===== config.mk =====
export PLATFORM = sky130hd
export DESIGN_NAME = spm_top
export DESIGN_NICKNAME = d
export VERILOG_FILES = /design/src/rtl/spm_baud.v /design/src/rtl/spm_rx1.v /design/src/rtl/spm_top.v
export VERILOG_INCLUDE_DIRS = /design/src /design/src/inc
export SDC_FILE = /design/constraint.sdc
export NUM_CORES = 1
export LEC_CHECK = 0
export BUFFER_PORTS_ARGS = -buffer_cell sky130_fd_sc_hd__buf_2
export CAP_MARGIN = 10
export CORE_MARGIN = 3
export CORE_UTILIZATION = 45
export CTS_CLUSTER_SIZE = 28
export DETAILED_ROUTE_END_ITERATION = 7
export PLACE_DENSITY = 0.71
export SETUP_SLACK_MARGIN = 0.2
export SLEW_MARGIN = 20
export SYNTH_ARGS = -nofsm -noshare
export SYNTH_HDL_FRONTEND = slang
export SYNTH_HIERARCHICAL = 1
export SYNTH_SLANG_ARGS = --single-unit

===== constraint.sdc =====
create_clock -name clock_i -period 5.6 [get_ports clock_i]
set_input_delay 0.84 -clock clock_i [delete_from_list [all_inputs] [get_ports clock_i]]
set_output_delay 0.84 -clock clock_i [all_outputs]
set_load 0.02 [all_outputs]

===== src/inc/spm_regs.vh =====
// Purpose: Constants for the serial port block (shift mode and 8-bit async mode)
// Assumes: Included by bare name from every design file
// Notes: One CPU clock per machine state, six states per machine cycle
//
// Operation
// - Mode 0 moves 8 bits LSB first on data pin, clock on clock pin
// - Mode 0 bit rate is fixed at CPU clock over six
// - Mode 0 buffer write loads marker, transmit-active rises a machine cycle later
// - Mode 0 transmit clock low in states 3-5, high in 6, 1, 2
// - Mode 0 transmit shifts right at state 6 with zeros entering
// - Mode 0 last shift, then stop and flag at state 1 of cycle ten
// - Mode 0 receive starts on enable and clear flag; preload pattern at state 6
// - Mode 0 receive clock toggles at states 3 and 6; shift-in sampled at 5
// - Mode 0 receive ends when preload zero leaves; buffer loaded, flag set
// - Mode 1 frame is start zero, 8 data LSB first, stop one into ninth field
// - Mode 1 rate comes from timer overflow and doubling bit, reset zero
// - Mode 1 buffer write loads marker; start follows next divide-by-16 rollover
// - Mode 1 start bit, then data one bit later, first shift a bit after
// - Mode 1 last shift drops transmit-active, sets done at tenth rollover
// - Mode 1 falling edge on input clears divider and fills receive register
// - Mode 1 samples at counter states 7, 8, 9; majority wins
// - Nonzero first bit time aborts reception and resumes edge hunting
// - Mode 1 completion loads buffer only if flag clear and filter allows
// - Failed completion discards frame; always return to edge hunting
// - Auto-reload rate is clock/192 or /96, over 256 minus reload
// - Transmit-done set by hardware at end of data, cleared only by software
`ifndef SPM_REGS_VH
`define SPM_REGS_VH
// Register byte offsets
`define SPM_OFS_BUFFER 8'h00
`define SPM_OFS_CONTROL 8'h04
`define SPM_OFS_POWER 8'h08
`define SPM_OFS_RELOAD 8'h0C
`define SPM_OFS_STATUS 8'h10
// Control register fields, and the power register doubling bit
`define SPM_CTL_RXDONE 0
`define SPM_CTL_TXDONE 1
`define SPM_CTL_NINTH 2
`define SPM_CTL_RXEN 4
`define SPM_CTL_FILTER 5
`define SPM_CTL_MODE1 6
`define SPM_PWR_DOUBLE 7
// Reset values
`define SPM_RST_CONTROL 8'h00
`define SPM_RST_DOUBLE 1'b0
`define SPM_RST_RELOAD 8'h00
// Timing counts
`define SPM_STATE_LAST 3'h5
`define SPM_STATE_S3 3'h2
`define SPM_STATE_S5 3'h4
// Mode 0 receive clock moves a state early, the pin flop adds one
`define SPM_RXCLK_FALL 3'h0
`define SPM_RXCLK_RISE 3'h3
`define SPM_DIV_LAST 4'hF
`define SPM_SAMPLE_A 4'h7
`define SPM_SAMPLE_B 4'h8
`define SPM_SAMPLE_C 4'h9
`define SPM_M0_PRELOAD 8'hFE
`define SPM_M1_PRELOAD 9'h1FF
`endif


===== src/rtl/spm_baud.v =====
// Purpose: Machine-state sequencer, timer reload divider and shared divide-by-16
// Assumes: Reload value and doubling bit come from software registers
// Notes: Sixteenth ticks are timer overflows, halved unless doubling is set
`timescale 1ns/1ps
`include "spm_regs.vh"
module spm_baud (
    input wire clock_i, // CPU clock
    input wire rst_i, // Synchronous reset
    input wire [7:0] reload_i, // Timer reload value
    input wire double_i, // Rate doubling
    input wire div_clear_i, // Realign divide-by-16
    output reg [2:0] mstate_o, // Machine state 0..5 is S1..S6
    output wire tick16_o, // One sixteenth of a bit time
    output reg [3:0] div_o, // Divide-by-16 count
    output wire rollover_o // Bit boundary pulse
);
    reg [7:0] tcount;
    reg half;
    wire overflow;
    assign overflow = (mstate_o == `SPM_STATE_LAST) && (tcount == 8'hFF);
    assign tick16_o = overflow && (double_i || half);
    assign rollover_o = tick16_o && (div_o == `SPM_DIV_LAST);
    ////////////////////////////////////////////////////////////////////////
    // Machine states, timer and divider
    always @(posedge clock_i) begin
        if (rst_i) begin
            mstate_o <= 3'h0;
            tcount <= 8'h00;
            half <= 1'b0;
            div_o <= 4'h0;
        end else begin
            mstate_o <= (mstate_o == `SPM_STATE_LAST) ? 3'h0 : mstate_o + 3'h1;
            if (mstate_o == `SPM_STATE_LAST) begin
                tcount <= overflow ? reload_i : tcount + 8'h01;
            end
            if (overflow) begin
                half <= ~half;
            end
            if (div_clear_i) begin
                div_o <= 4'h0;
            end else if (tick16_o) begin
                div_o <= div_o + 4'h1;
            end
        end
    end
endmodule


===== src/rtl/spm_rx1.v =====
// Purpose: Mode 1 receiver with start detection and three-sample majority
// Assumes: Shared divide-by-16 is cleared through div_clear_o
// Notes: Frame result is offered as a one-cycle load pulse
`timescale 1ns/1ps
`include "spm_regs.vh"
module spm_rx1 (
    input wire clock_i, // CPU clock
    input wire rst_i, // Synchronous reset
    input wire enable_i, // Mode 1 with receive enabled
    input wire rxd_i, // Serial input
    input wire tick16_i, // Sixteenth tick
    input wire [3:0] div_i, // Divide-by-16 count
    input wire done_flag_i, // Receive-done flag
    input wire filter_i, // Multiprocessor filter bit
    output wire div_clear_o, // Realign shared divider
    output reg load_o, // Load buffer pulse
    output reg [7:0] data_o, // Received byte
    output reg ninth_o, // Received stop bit
    output reg busy_o // Frame in progress
);
    reg [8:0] shreg;
    reg [2:0] samp;
    reg last_pin;
    reg first;
    function maj3;
        input [2:0] s;
        begin
            maj3 = (s[0] & s[1]) | (s[0] & s[2]) | (s[1] & s[2]);
        end
    endfunction
    function [7:0] rev8;
        input [7:0] v;
        integer i;
        begin
            for (i = 0; i < 8; i = i + 1) begin
                rev8[i] = v[7 - i];
            end
        end
    endfunction
    assign div_clear_o = enable_i && !busy_o && tick16_i && last_pin && !rxd_i;
    ////////////////////////////////////////////////////////////////////////
    // Start hunt, sampling and shifting
    always @(posedge clock_i) begin
        if (rst_i) begin
            shreg <= 9'h000;
            samp <= 3'h0;
            last_pin <= 1'b1;
            first <= 1'b0;
            busy_o <= 1'b0;
            load_o <= 1'b0;
            data_o <= 8'h00;
            ninth_o <= 1'b0;
        end else begin
            load_o <= 1'b0;
            if (tick16_i) begin
                last_pin <= rxd_i;
            end
            if (!enable_i) begin
                busy_o <= 1'b0;
            end else if (div_clear_o) begin
                shreg <= `SPM_M1_PRELOAD;
                busy_o <= 1'b1;
                first <= 1'b1;
            end else if (busy_o && tick16_i) begin
                if (div_i == `SPM_SAMPLE_A) samp[0] <= rxd_i;
                if (div_i == `SPM_SAMPLE_B) samp[1] <= rxd_i;
                if (div_i == `SPM_SAMPLE_C) samp[2] <= rxd_i;
                if (div_i == `SPM_DIV_LAST) begin
                    first <= 1'b0;
                    if (first && maj3(samp)) begin
                        busy_o <= 1'b0;
                    end else begin
                        shreg <= {shreg[7:0], maj3(samp)};
                        if (!shreg[8]) begin
                            busy_o <= 1'b0;
                            if (!done_flag_i && (!filter_i || maj3(samp))) begin
                                load_o <= 1'b1;
                                data_o <= rev8(shreg[7:0]);
                                ninth_o <= maj3(samp);
                            end
                        end
                    end
                end
            end
        end
    end
endmodule


===== src/rtl/spm_top.v =====
// Purpose: Serial port in shift-register mode and 8-bit asynchronous mode, APB slave
// Assumes: Single clock; pins synchronous to it; zero-wait APB answers
// Notes: Data pin is two-way in mode 0; clock pin carries data in mode 1
//
// Chosen here: the APB slave port and the placing of the registers.
`timescale 1ns/1ps
`include "spm_regs.vh"
module spm_top (
    input wire clock_i, // CPU clock, 40 MHz
    input wire rst_i, // Synchronous reset, active high
    input wire psel_i, // APB select
    input wire penable_i, // APB enable
    input wire pwrite_i, // APB direction
    input wire [7:0] paddr_i, // APB byte address
    input wire [31:0] pwdata_i, // APB write data
    output reg [31:0] prdata_o, // APB read data
    output wire pready_o, // APB ready
    output reg pslverr_o, // APB error on unmapped address
    input wire rxd_i, // Data pin level
    output reg rxd_o, // Data pin drive value
    output reg rxd_oe_o, // Data pin drive enable
    output reg txd_o // Shift clock in mode 0, serial out in mode 1
);
    ////////////////////////////////////////////////////////////////////////
    // Declarations
    localparam M0_IDLE = 2'h0;
    localparam M0_WAIT = 2'h1;
    localparam M0_RUN = 2'h2;
    localparam M0_END = 2'h3;
    reg [7:0] control;
    reg double_rate;
    reg [7:0] reload;
    reg [7:0] rx_buffer;
    reg [8:0] tsr;
    reg tx_req;
    reg tx_send;
    reg tx_data;
    reg [1:0] tx0_state;
    reg [1:0] rx0_state;
    reg [7:0] rsr;
    reg rx0_sample;
    reg rx0_clk;
    reg [31:0] next_rdata;
    reg next_err;
    wire [2:0] mstate;
    wire tick16;
    wire [3:0] div;
    wire rollover;
    wire div_clear;
    wire rx1_load;
    wire [7:0] rx1_data;
    wire rx1_ninth;
    wire rx1_busy;
    wire mode1;
    wire rx_en;
    wire s6;
    wire access;
    wire wr_buffer;
    wire wr_control;
    wire tx_set;
    wire rx_set;
    wire rx0_active;
    function [7:0] rev8;
        input [7:0] v;
        integer i;
        begin
            for (i = 0; i < 8; i = i + 1) begin
                rev8[i] = v[7 - i];
            end
        end
    endfunction
    function hit;
        input [7:0] addr;
        input [7:0] ofs;
        begin
            hit = (addr == ofs);
        end
    endfunction
    assign mode1 = control[`SPM_CTL_MODE1];
    assign rx_en = control[`SPM_CTL_RXEN];
    assign s6 = (mstate == `SPM_STATE_LAST);
    assign rx0_active = (rx0_state == M0_RUN) || (rx0_state == M0_END);
    ////////////////////////////////////////////////////////////////////////
    // Shared timing and mode 1 receiver
    spm_baud i_spm_baud (
        .clock_i(clock_i),
        .rst_i(rst_i),
        .reload_i(reload),
        .double_i(double_rate),
        .div_clear_i(div_clear),
        .mstate_o(mstate),
        .tick16_o(tick16),
        .div_o(div),
        .rollover_o(rollover)
    );
    spm_rx1 i_spm_rx1 (
        .clock_i(clock_i),
        .rst_i(rst_i),
        .enable_i(mode1 && rx_en),
        .rxd_i(rxd_i),
        .tick16_i(tick16),
        .div_i(div),
        .done_flag_i(control[`SPM_CTL_RXDONE]),
        .filter_i(control[`SPM_CTL_FILTER]),
        .div_clear_o(div_clear),
        .load_o(rx1_load),
        .data_o(rx1_data),
        .ninth_o(rx1_ninth),
        .busy_o(rx1_busy)
    );
    ////////////////////////////////////////////////////////////////////////
    // APB decode; writes take effect in the access cycle
    assign pready_o = 1'b1;
    assign access = psel_i && penable_i;
    assign wr_buffer = access && pwrite_i && hit(paddr_i, `SPM_OFS_BUFFER);
    assign wr_control = access && pwrite_i && hit(paddr_i, `SPM_OFS_CONTROL);
    // Read data mux, captured in the setup cycle
    always @* begin
        next_rdata = 32'h00000000;
        next_err = 1'b0;
        case (paddr_i)
            `SPM_OFS_BUFFER: next_rdata[7:0] = rx_buffer;
            `SPM_OFS_CONTROL: next_rdata[7:0] = control;
            `SPM_OFS_POWER: next_rdata[`SPM_PWR_DOUBLE] = double_rate;
            `SPM_OFS_RELOAD: next_rdata[7:0] = reload;
            `SPM_OFS_STATUS: next_rdata[3:0] = {rx1_busy, rx0_active, tx_req, tx_send};
            default: next_err = 1'b1;
        endcase
    end
    always @(posedge clock_i) begin
        if (rst_i) begin
            prdata_o <= 32'h00000000;
            pslverr_o <= 1'b0;
        end else if (psel_i && !penable_i) begin
            prdata_o <= pwrite_i ? 32'h00000000 : next_rdata;
            pslverr_o <= next_err;
        end
    end
    ////////////////////////////////////////////////////////////////////////
    // Software registers; hardware set wins over a software clear
    assign tx_set = mode1 ? (tx_send && rollover && (tsr[8:1] == 8'h01))
                          : (tx0_state == M0_END);
    assign rx_set = mode1 ? rx1_load : (rx0_state == M0_END);
    always @(posedge clock_i) begin
        if (rst_i) begin
            control <= `SPM_RST_CONTROL;
            double_rate <= `SPM_RST_DOUBLE;
            reload <= `SPM_RST_RELOAD;
        end else begin
            if (wr_control) begin
                control <= pwdata_i[7:0];
            end
            if (access && pwrite_i && hit(paddr_i, `SPM_OFS_POWER)) begin
                double_rate <= pwdata_i[`SPM_PWR_DOUBLE];
            end
            if (access && pwrite_i && hit(paddr_i, `SPM_OFS_RELOAD)) begin
                reload <= pwdata_i[7:0];
            end
            if (tx_set) begin
                control[`SPM_CTL_TXDONE] <= 1'b1;
            end
            if (rx_set) begin
                control[`SPM_CTL_RXDONE] <= 1'b1;
            end
            if (rx1_load) begin
                control[`SPM_CTL_NINTH] <= rx1_ninth;
            end
        end
    end
    ////////////////////////////////////////////////////////////////////////
    // Transmitter: shared shift register for both modes
    always @(posedge clock_i) begin
        if (rst_i) begin
            tsr <= 9'h000;
            tx_req <= 1'b0;
            tx_send <= 1'b0;
            tx_data <= 1'b0;
            tx0_state <= M0_IDLE;
        end else if (mode1) begin
            tx0_state <= M0_IDLE;
            if (wr_buffer && !tx_req && !tx_send) begin
                tsr <= {1'b1, pwdata_i[7:0]};
                tx_req <= 1'b1;
            end else if (rollover) begin
                if (tx_req) begin
                    tx_req <= 1'b0;
                    tx_send <= 1'b1;
                    tx_data <= 1'b0;
                end else if (tx_send && !tx_data) begin
                    tx_data <= 1'b1;
                end else if (tx_send) begin
                    tsr <= {1'b0, tsr[8:1]};
                    if (tsr[8:1] == 8'h01) begin
                        tx_send <= 1'b0;
                        tx_data <= 1'b0;
                    end
                end
            end
        end else begin
            tx_data <= 1'b0;
            case (tx0_state)
                M0_IDLE: begin
                    if (wr_buffer) begin
                        tsr <= {1'b1, pwdata_i[7:0]};
                        tx_req <= 1'b1;
                    end else if (tx_req && s6) begin
                        tx_req <= 1'b0;
                        tx0_state <= M0_WAIT;
                    end
                end
                M0_WAIT: begin
                    if (s6) begin
                        tx_send <= 1'b1;
                        tx0_state <= M0_RUN;
                    end
                end
                M0_RUN: begin
                    if (s6) begin
                        tsr <= {1'b0, tsr[8:1]};
                        if (tsr[8:1] == 8'h01) begin
                            tx0_state <= M0_END;
                        end
                    end
                end
                M0_END: begin
                    tx_send <= 1'b0;
                    tx0_state <= M0_IDLE;
                end
                default: begin
                    tx0_state <= M0_IDLE;
                end
            endcase
        end
    end
    ////////////////////////////////////////////////////////////////////////
    // Mode 0 receiver
    always @(posedge clock_i) begin
        if (rst_i) begin
            rx0_state <= M0_IDLE;
            rsr <= 8'h00;
            rx0_sample <= 1'b0;
            rx0_clk <= 1'b1;
        end else if (mode1 || !rx_en) begin
            rx0_state <= M0_IDLE;
            rx0_clk <= 1'b1;
        end else begin
            case (rx0_state)
                M0_IDLE: begin
                    if (!control[`SPM_CTL_RXDONE] && !tx_send && !wr_control) begin
                        rx0_state <= M0_WAIT;
                    end
                end
                M0_WAIT: begin
                    if (s6) begin
                        rsr <= `SPM_M0_PRELOAD;
                        rx0_state <= M0_RUN;
                    end
                end
                M0_RUN: begin
                    if (mstate == `SPM_RXCLK_FALL) begin
                        rx0_clk <= 1'b0;
                    end
                    if (mstate == `SPM_RXCLK_RISE) begin
                        rx0_clk <= 1'b1;
                    end
                    if (mstate == `SPM_STATE_S5) begin
                        rx0_sample <= rxd_i;
                    end
                    if (s6) begin
                        rsr <= {rsr[6:0], rx0_sample};
                        if (!rsr[7]) begin
                            rx0_state <= M0_END;
                        end
                    end
                end
                M0_END: begin
                    rx0_state <= M0_IDLE;
                end
                default: begin
                    rx0_state <= M0_IDLE;
                end
            endcase
        end
    end
    ////////////////////////////////////////////////////////////////////////
    // Receive buffer
    always @(posedge clock_i) begin
        if (rst_i) begin
            rx_buffer <= 8'h00;
        end else if (rx1_load) begin
            rx_buffer <= rx1_data;
        end else if (!mode1 && rx0_state == M0_END) begin
            rx_buffer <= rev8(rsr);
        end
    end
    ////////////////////////////////////////////////////////////////////////
    // Pin drive
    always @(posedge clock_i) begin
        if (rst_i) begin
            txd_o <= 1'b1;
            rxd_o <= 1'b1;
            rxd_oe_o <= 1'b0;
        end else if (mode1) begin
            rxd_oe_o <= 1'b0;
            rxd_o <= 1'b1;
            txd_o <= !tx_send ? 1'b1 : (tx_data ? tsr[0] : 1'b0);
        end else begin
            rxd_oe_o <= tx_send;
            rxd_o <= tx_send ? tsr[0] : 1'b1;
            if (tx_send) begin
                txd_o <= !((mstate >= 3'h1) && (mstate <= 3'h3));
            end else begin
                txd_o <= rx0_active ? rx0_clk : 1'b1;
            end
        end
    end
endmodule


Word level (Yosys, flattened, before mapping)
Cells that the tools add are included.
W data, S select, Z words.
Word-level totals
  register bits: 128
  input port bits: 46
  output and inout port bits: 37
  word-level logic and storage cells: 258
Operators by class
  add/subtract/negate cells: 3
  order comparisons: 2
  eq/ne operators: 40
  mux-type cells: 75
  bitwise operators: 16
  reductions and logical operators: 87
Operator list (number)
  $mux W9: 12
  $mux W8: 6
  $mux W1: 40
  $logic_and A1 B1 Y1: 28
  $reduce_and A4 Y1: 7
  $ne A2 B2 Y1 const B: 11
  $ne A3 B3 Y1 const B: 6
  $pmux W9 S2: 1
  $reduce_bool A2 Y1: 9
  $eq A8 B4 Y1 const B: 2
  $mux W2: 8
  $pmux W2 S4: 2
  $pmux W4 S4: 1
  $pmux W8 S2: 1
  $reduce_bool A3 Y1: 5
  $reduce_and A7 Y1: 2
  $eq A4 B4 Y1 const B: 3
  $logic_not A1 Y1: 12
  $reduce_and A3 Y1: 4
  $reduce_or A2 Y1: 6
  $not A1 Y1: 11
  $reduce_and A5 Y1: 2
  $pmux W3 S3: 1
  $add A8 B1 Y8 const B: 1
  29 further kinds: 42

Depth between registers and ports, before layout
  depth in word-level cells: 8
  mapped depth: 12
  mapped depth without buffers: 10

Hierarchy
Netlist, hierarchy kept.
By module, submodules not included
  spm_top: instances 1, cells an instance 400, area an instance 3373.2 um^2, seq. area each 1261.2 um^2
  spm_rx1: instances 1, cells an instance 124, area an instance 1089.8 um^2, seq. area each 500.5 um^2
  spm_baud: instances 1, cells an instance 95, area an instance 840.8 um^2, seq. area each 320.3 um^2

Least setup slack after synthesis
No wires, ideal clock.
  kind: input port to flip-flop
  from: in paddr_i[4]
  to: reg tsr[6]
  library setup time: 0.079 ns
  arrival time: 2.856 ns
  required time: 5.521 ns
  setup slack: 2.664 ns
  cell stages on the path: 8
  path buffers: 3
  cell sequence: buf_6 > or4_4 > buf_6 > o311a_4 > a2111oi_4 > buf_6 > nor2_2 > a211oi_2
On the way
  longest elaborated chain between the ends: 6
  elaborated cells between the ends (all ways): 12
  those cells by class: eq/ne: 5; mux: 2; reduce/logical: 5
RTL lines
  start: declaration: line spm_top.v:14  | input wire [7:0] paddr_i,
  $logic_not A8 Y1 (*): line spm_top.v:76  | hit = (addr == ofs);
  $logic_and A1 B1 Y1 (*): line spm_top.v:115  | assign wr_buffer = access && pwrite_i && hit(paddr_i, `SPM_OFS_BUFFER);
  $logic_and A1 B1 Y1 (2 in a row): line spm_top.v:181  | if (wr_buffer && !tx_req && !tx_send) begin
  $ne A3 B3 Y1 (no source line) (tied with other cells)
  $reduce_and A7 Y1 (no source line) / $mux W9 (equally long branches)
  end signal: assignment: line spm_top.v:182  | tsr <= {1'b1, pwdata_i[7:0]};
  end signal: assignment: line spm_top.v:192  | tsr <= {1'b0, tsr[8:1]};
  end signal: assignment: line spm_top.v:204  | tsr <= {1'b1, pwdata_i[7:0]};
  end: declaration: line spm_top.v:34  | reg [8:0] tsr;
Every way passes the cells marked *; elsewhere a longest branch is shown, timed or not.
A chain may end at the register's enable or synchronous reset.

Worst setup path after layout
  from: reg i_spm_baud.mstate_o[0]
  to: reg tsr[5]
On the way
  longest elaborated chain between the ends: 6
  elaborated cells between the ends (all ways): 7
  those cells by class: eq/ne: 3; reduce/logical: 4
RTL lines
  start: declaration: line spm_baud.v:12  | output reg [2:0] mstate_o,
  start signal: assignment: line spm_baud.v:32  | mstate_o <= (mstate_o == `SPM_STATE_LAST) ? 3'h0 : mstate_o + 3'h1;
  $eq A3 B3 Y1 (no source line)
  $logic_and A1 B1 Y1: line spm_baud.v:20  | assign overflow = (mstate_o == `SPM_STATE_LAST) && (tcount == 8'hFF);
  $logic_and A1 B1 Y1: line spm_baud.v:21  | assign tick16_o = overflow && (double_i || half);
  $logic_and A1 B1 Y1: line spm_baud.v:22  | assign rollover_o = tick16_o && (div_o == `SPM_DIV_LAST);
  named net rollover: line spm_top.v:48  | wire rollover;
  $ne A3 B1 Y1 (no source line)
  $reduce_and A7 Y1 (no source line)
The timed path passes the listed nets, and every way through them passes these cells.

==> results.sh <==
export IMPL_multi_input_area_um2=2824
export IMPL_dr_total_vias=4482
export IMPL_cts_hold_buf=0
export IMPL_muxShareOfSynthArea_pct=7.195
export IMPL_cp_cell_sequence="ha_1, and4_1, o2111ai_4, nor2_1, a31oi_1, a2111oi_4, nor2_1, a311oi_1"
export IMPL_nFillCells=1092
export IMPL_topRoutingLayerUsed="met5"
export IMPL_cp_top_family="compound AO/OA/AOI/OAI gates"
export IMPL_hold_class="flop to flop"
export IMPL_netlist_area_um2=5304
export IMPL_fin_nets=680
export IMPL_synth_enable_flop_cells=0
export IMPL_cp_required_ns=5.85
export IMPL_area_delta_synth_final_pct=6.322
export IMPL_dp_slack_ns=2.074
export IMPL_clock_sinks=104
export IMPL_numCtsBuffers=9
export IMPL_die_w_um=114.6
export IMPL_hold_depth=2
export IMPL_async_reset_ff_share_pct=0
export IMPL_max_cap_viol_count=0
export IMPL_place_inst=754
export IMPL_power_density_nw_per_um2=260.8
export IMPL_synthDistinctLibCells=71
export IMPL_die_h_um=114.6
export IMPL_postCtsSetupRepairBufs=0
export IMPL_rows=39
export IMPL_rsz0062_at_grt="no"
export IMPL_cts_tree="done"
export IMPL_setup_ws_ns=1.979
export IMPL_grt_usage_pct=19.87
export IMPL_max_freq_mhz=276.2
export IMPL_insertion_delay_ns=0.35
export IMPL_crit_slowest_cell="a2111oi_4"
export IMPL_dr_wl_met2_mm=5.859
export IMPL_post_drt_via_cell_ratio=5.821
export IMPL_hold_viol=0
export IMPL_fin_crit_ns=3.621
export IMPL_antennaDiodeCount=0
export IMPL_fin_tns_setup_ns=0
export IMPL_ys_seq_elements=104
export IMPL_ys_seq_area_share_pct=39.25
export IMPL_cts_root_buf="clkbuf_16"
export IMPL_avgSynthCellArea_um2=8.568
export IMPL_ir_drop_v=0.0001457
export IMPL_drt_pass1_iter_count=5
export IMPL_status="finished clean"
export IMPL_cp_end_kind="flop"
export IMPL_path_max_fanout=18
export IMPL_place_congestion=0.9007
export IMPL_synth_area_leader_cell="dfxtp_1"
export IMPL_yosys_area_share_simple_pct=21.54
export IMPL_htree_levels=3
export IMPL_critPathBufInv=0
export IMPL_core_um2=11470
export IMPL_synthTopCellsByArea="dfxtp_1 39%, nor2_1 5.6%, mux2i_1 5.3%, a21oi_1 4.2%, buf_4 3.7%"
export IMPL_skew_ns=0.008711
export IMPL_antenna_found_initial=1
export IMPL_final_seq_area_um2=2082
export IMPL_ctsResizeCount=0
export IMPL_port_buffers=33
export IMPL_synth_fa_ha_area_share_pct=3.043
export IMPL_whs_ns=0.4496
export IMPL_post_route_util_pct=49.18
export IMPL_cts_max_path_buffers=2
export IMPL_fin_area_um2=5639
export IMPL_synth_top_cell_area_share_pct=39.25
export IMPL_grt_max_degree=48
export IMPL_slew_headroom_pct=31.08
export IMPL_crit_cells=8
export IMPL_placed_area_um2=5336
export IMPL_drt_iter0_drc=523
export IMPL_crit_top_cell="nor2_1"
export IMPL_grt_pass1_wl_mm=20.81
export IMPL_drive_gt1_share_pct=11.64
export IMPL_wl_met3_um=987
export IMPL_synth_xor_area_share_pct=0.4954
export IMPL_reg2reg_depth=8
export IMPL_overflow=0
export IMPL_period_share_pct=64.65
export IMPL_arrival_ns=3.87
export IMPL_path_clk_slew_ns=0.07
export IMPL_syn_instance_count=619
export IMPL_instances_no_fill=770
export IMPL_worstMarginPinSlew_ns=1.032
export IMPL_slew_viol_final=0
export IMPL_initial_core_util_pct=46.25
export IMPL_final_setup_viol_count=0
export IMPL_grt_pass1_vias=4161
export IMPL_die_area_um2=13130
export IMPL_drt_wl_total_mm=12.77
export IMPL_wl_per_cell_um=16.58
export IMPL_synth_compound_gate_area_share_pct=19.20
export IMPL_synth_top_family_by_area="simple AND/OR/NAND/NOR gates"
export IMPL_critPathLaunchType="flop"
export IMPL_drc=0
export IMPL_crit_type="flop to flop"
export IMPL_io_pin_count=83
export IMPL_total_power_mw=1.471
export IMPL_ys_warn_count=6
export IMPL_hpwl_mm=9.063
export IMPL_max_stage_delay_ns=0.95
export IMPL_wl_met1_mm=5.593
export IMPL_antenna_left=0
export IMPL_synthFlopType="dfxtp_1"
export IMPL_leakagePower_nw=2.037
[flip-flops by register name, summed over array words and instances (netlist names), 2 cells and up]
register / count
control: 8
i_spm_baud/div_o: 4
i_spm_baud/mstate_o: 3
i_spm_baud/tcount: 8
i_spm_rx1/data_o: 8
i_spm_rx1/samp: 3
i_spm_rx1/shreg: 9
prdata_o: 8
reload: 8
rsr: 8
rx0_state: 2
rx_buffer: 8
tsr: 9
tx0_state: 2
[Yosys cell counts (all sizes together) (4+ instances only)]
cell type	count
a31oi	10
buf	38
a222oi	4
o31ai	11
o21ai	20
nand2b	4
inv	21
nor2	80
or3	4
and2	6
nor4	12
nor2b	4
a211oi	7
nand2	47
a311oi	15
nand4	16
mux2i	28
a21oi	45
a221oi	4
mux2	7
clkbuf	27
ha	12
a22oi	4
dfxtp	104
nand3	17
and3	4
nor3	23
[cell families (layout without fill, tap and decap cells)]
family	after synthesis	count (layout)
buf+inv	86	71
flops	104	104
fa+ha+maj	13	13
compound gates	142	142
other cells	2	25
simple gates	233	233
mux	36	36
xor+xnor	3	3
[cell type report]
type,instances,area share (%)
multi-input cells,452,50.08
repair buffers,34,3.062
well taps,143,3.173
flip-flops and latches,104,36.92
inverters,21,1.398
clock inverters,6,1.309
clock buffers,10,4.060
[tightest hold or removal path: stages (launching register included)]
cell and delay, ns:
dfxtp_1 0.32, nand2_1 0.04, o21ai_0 0.05
[power by group]
part | leakage (nW) | switching, mW | internal, mW
combinational | 1.06 | 0.0546 | 0.0181
sequential | 0.839 | 0.00921 | 0.744
clock | 0.142 | 0.292 | 0.353
total | 2.04 | 0.356 | 1.12
[worst paths after layout]
path,endpoint,from,slack (ns)
min reg2reg,prdata_o[1],prdata_o[1],0.45
max,tsr[5],i_spm_baud/mstate_o[0],1.98
min,prdata_o[1],prdata_o[1],0.45
max reg2reg,tsr[5],i_spm_baud/mstate_o[0],1.98
[layout by cell type (no fill, tap or decap), drive strengths merged, types with 3 or more instances in the layout]
cell type  instances
inv               24
conb              25
nor2b              4
or4                3
and4               3
buf               34
nand2             47
a211oi             7
nand4             16
nor4              12
o21a               3
nor3              23
o21ai             20
mux2               7
a21oi             45
nand2b             4
nor2              80
a222oi             4
and2               6
clkbuf            10
a22oi              4
a311oi            15
a31oi             10
nand3             17
and3               4
dfxtp            104
o31ai             11
ha                12
a221oi             4
mux2i             28
or3                4
[per-layer routing]
| layer | track usage [%] | up-vias |
|---|---|---|
| met2 | 31.20 | 163 |
| li1 | - | 2209 |
| met5 | 0 | - |
| met1 | 26.50 | 2076 |
| met4 | 7.047 | 2 |
| met3 | 4.968 | 32 |
Note: power is estimated with default switching activity, not from simulation.
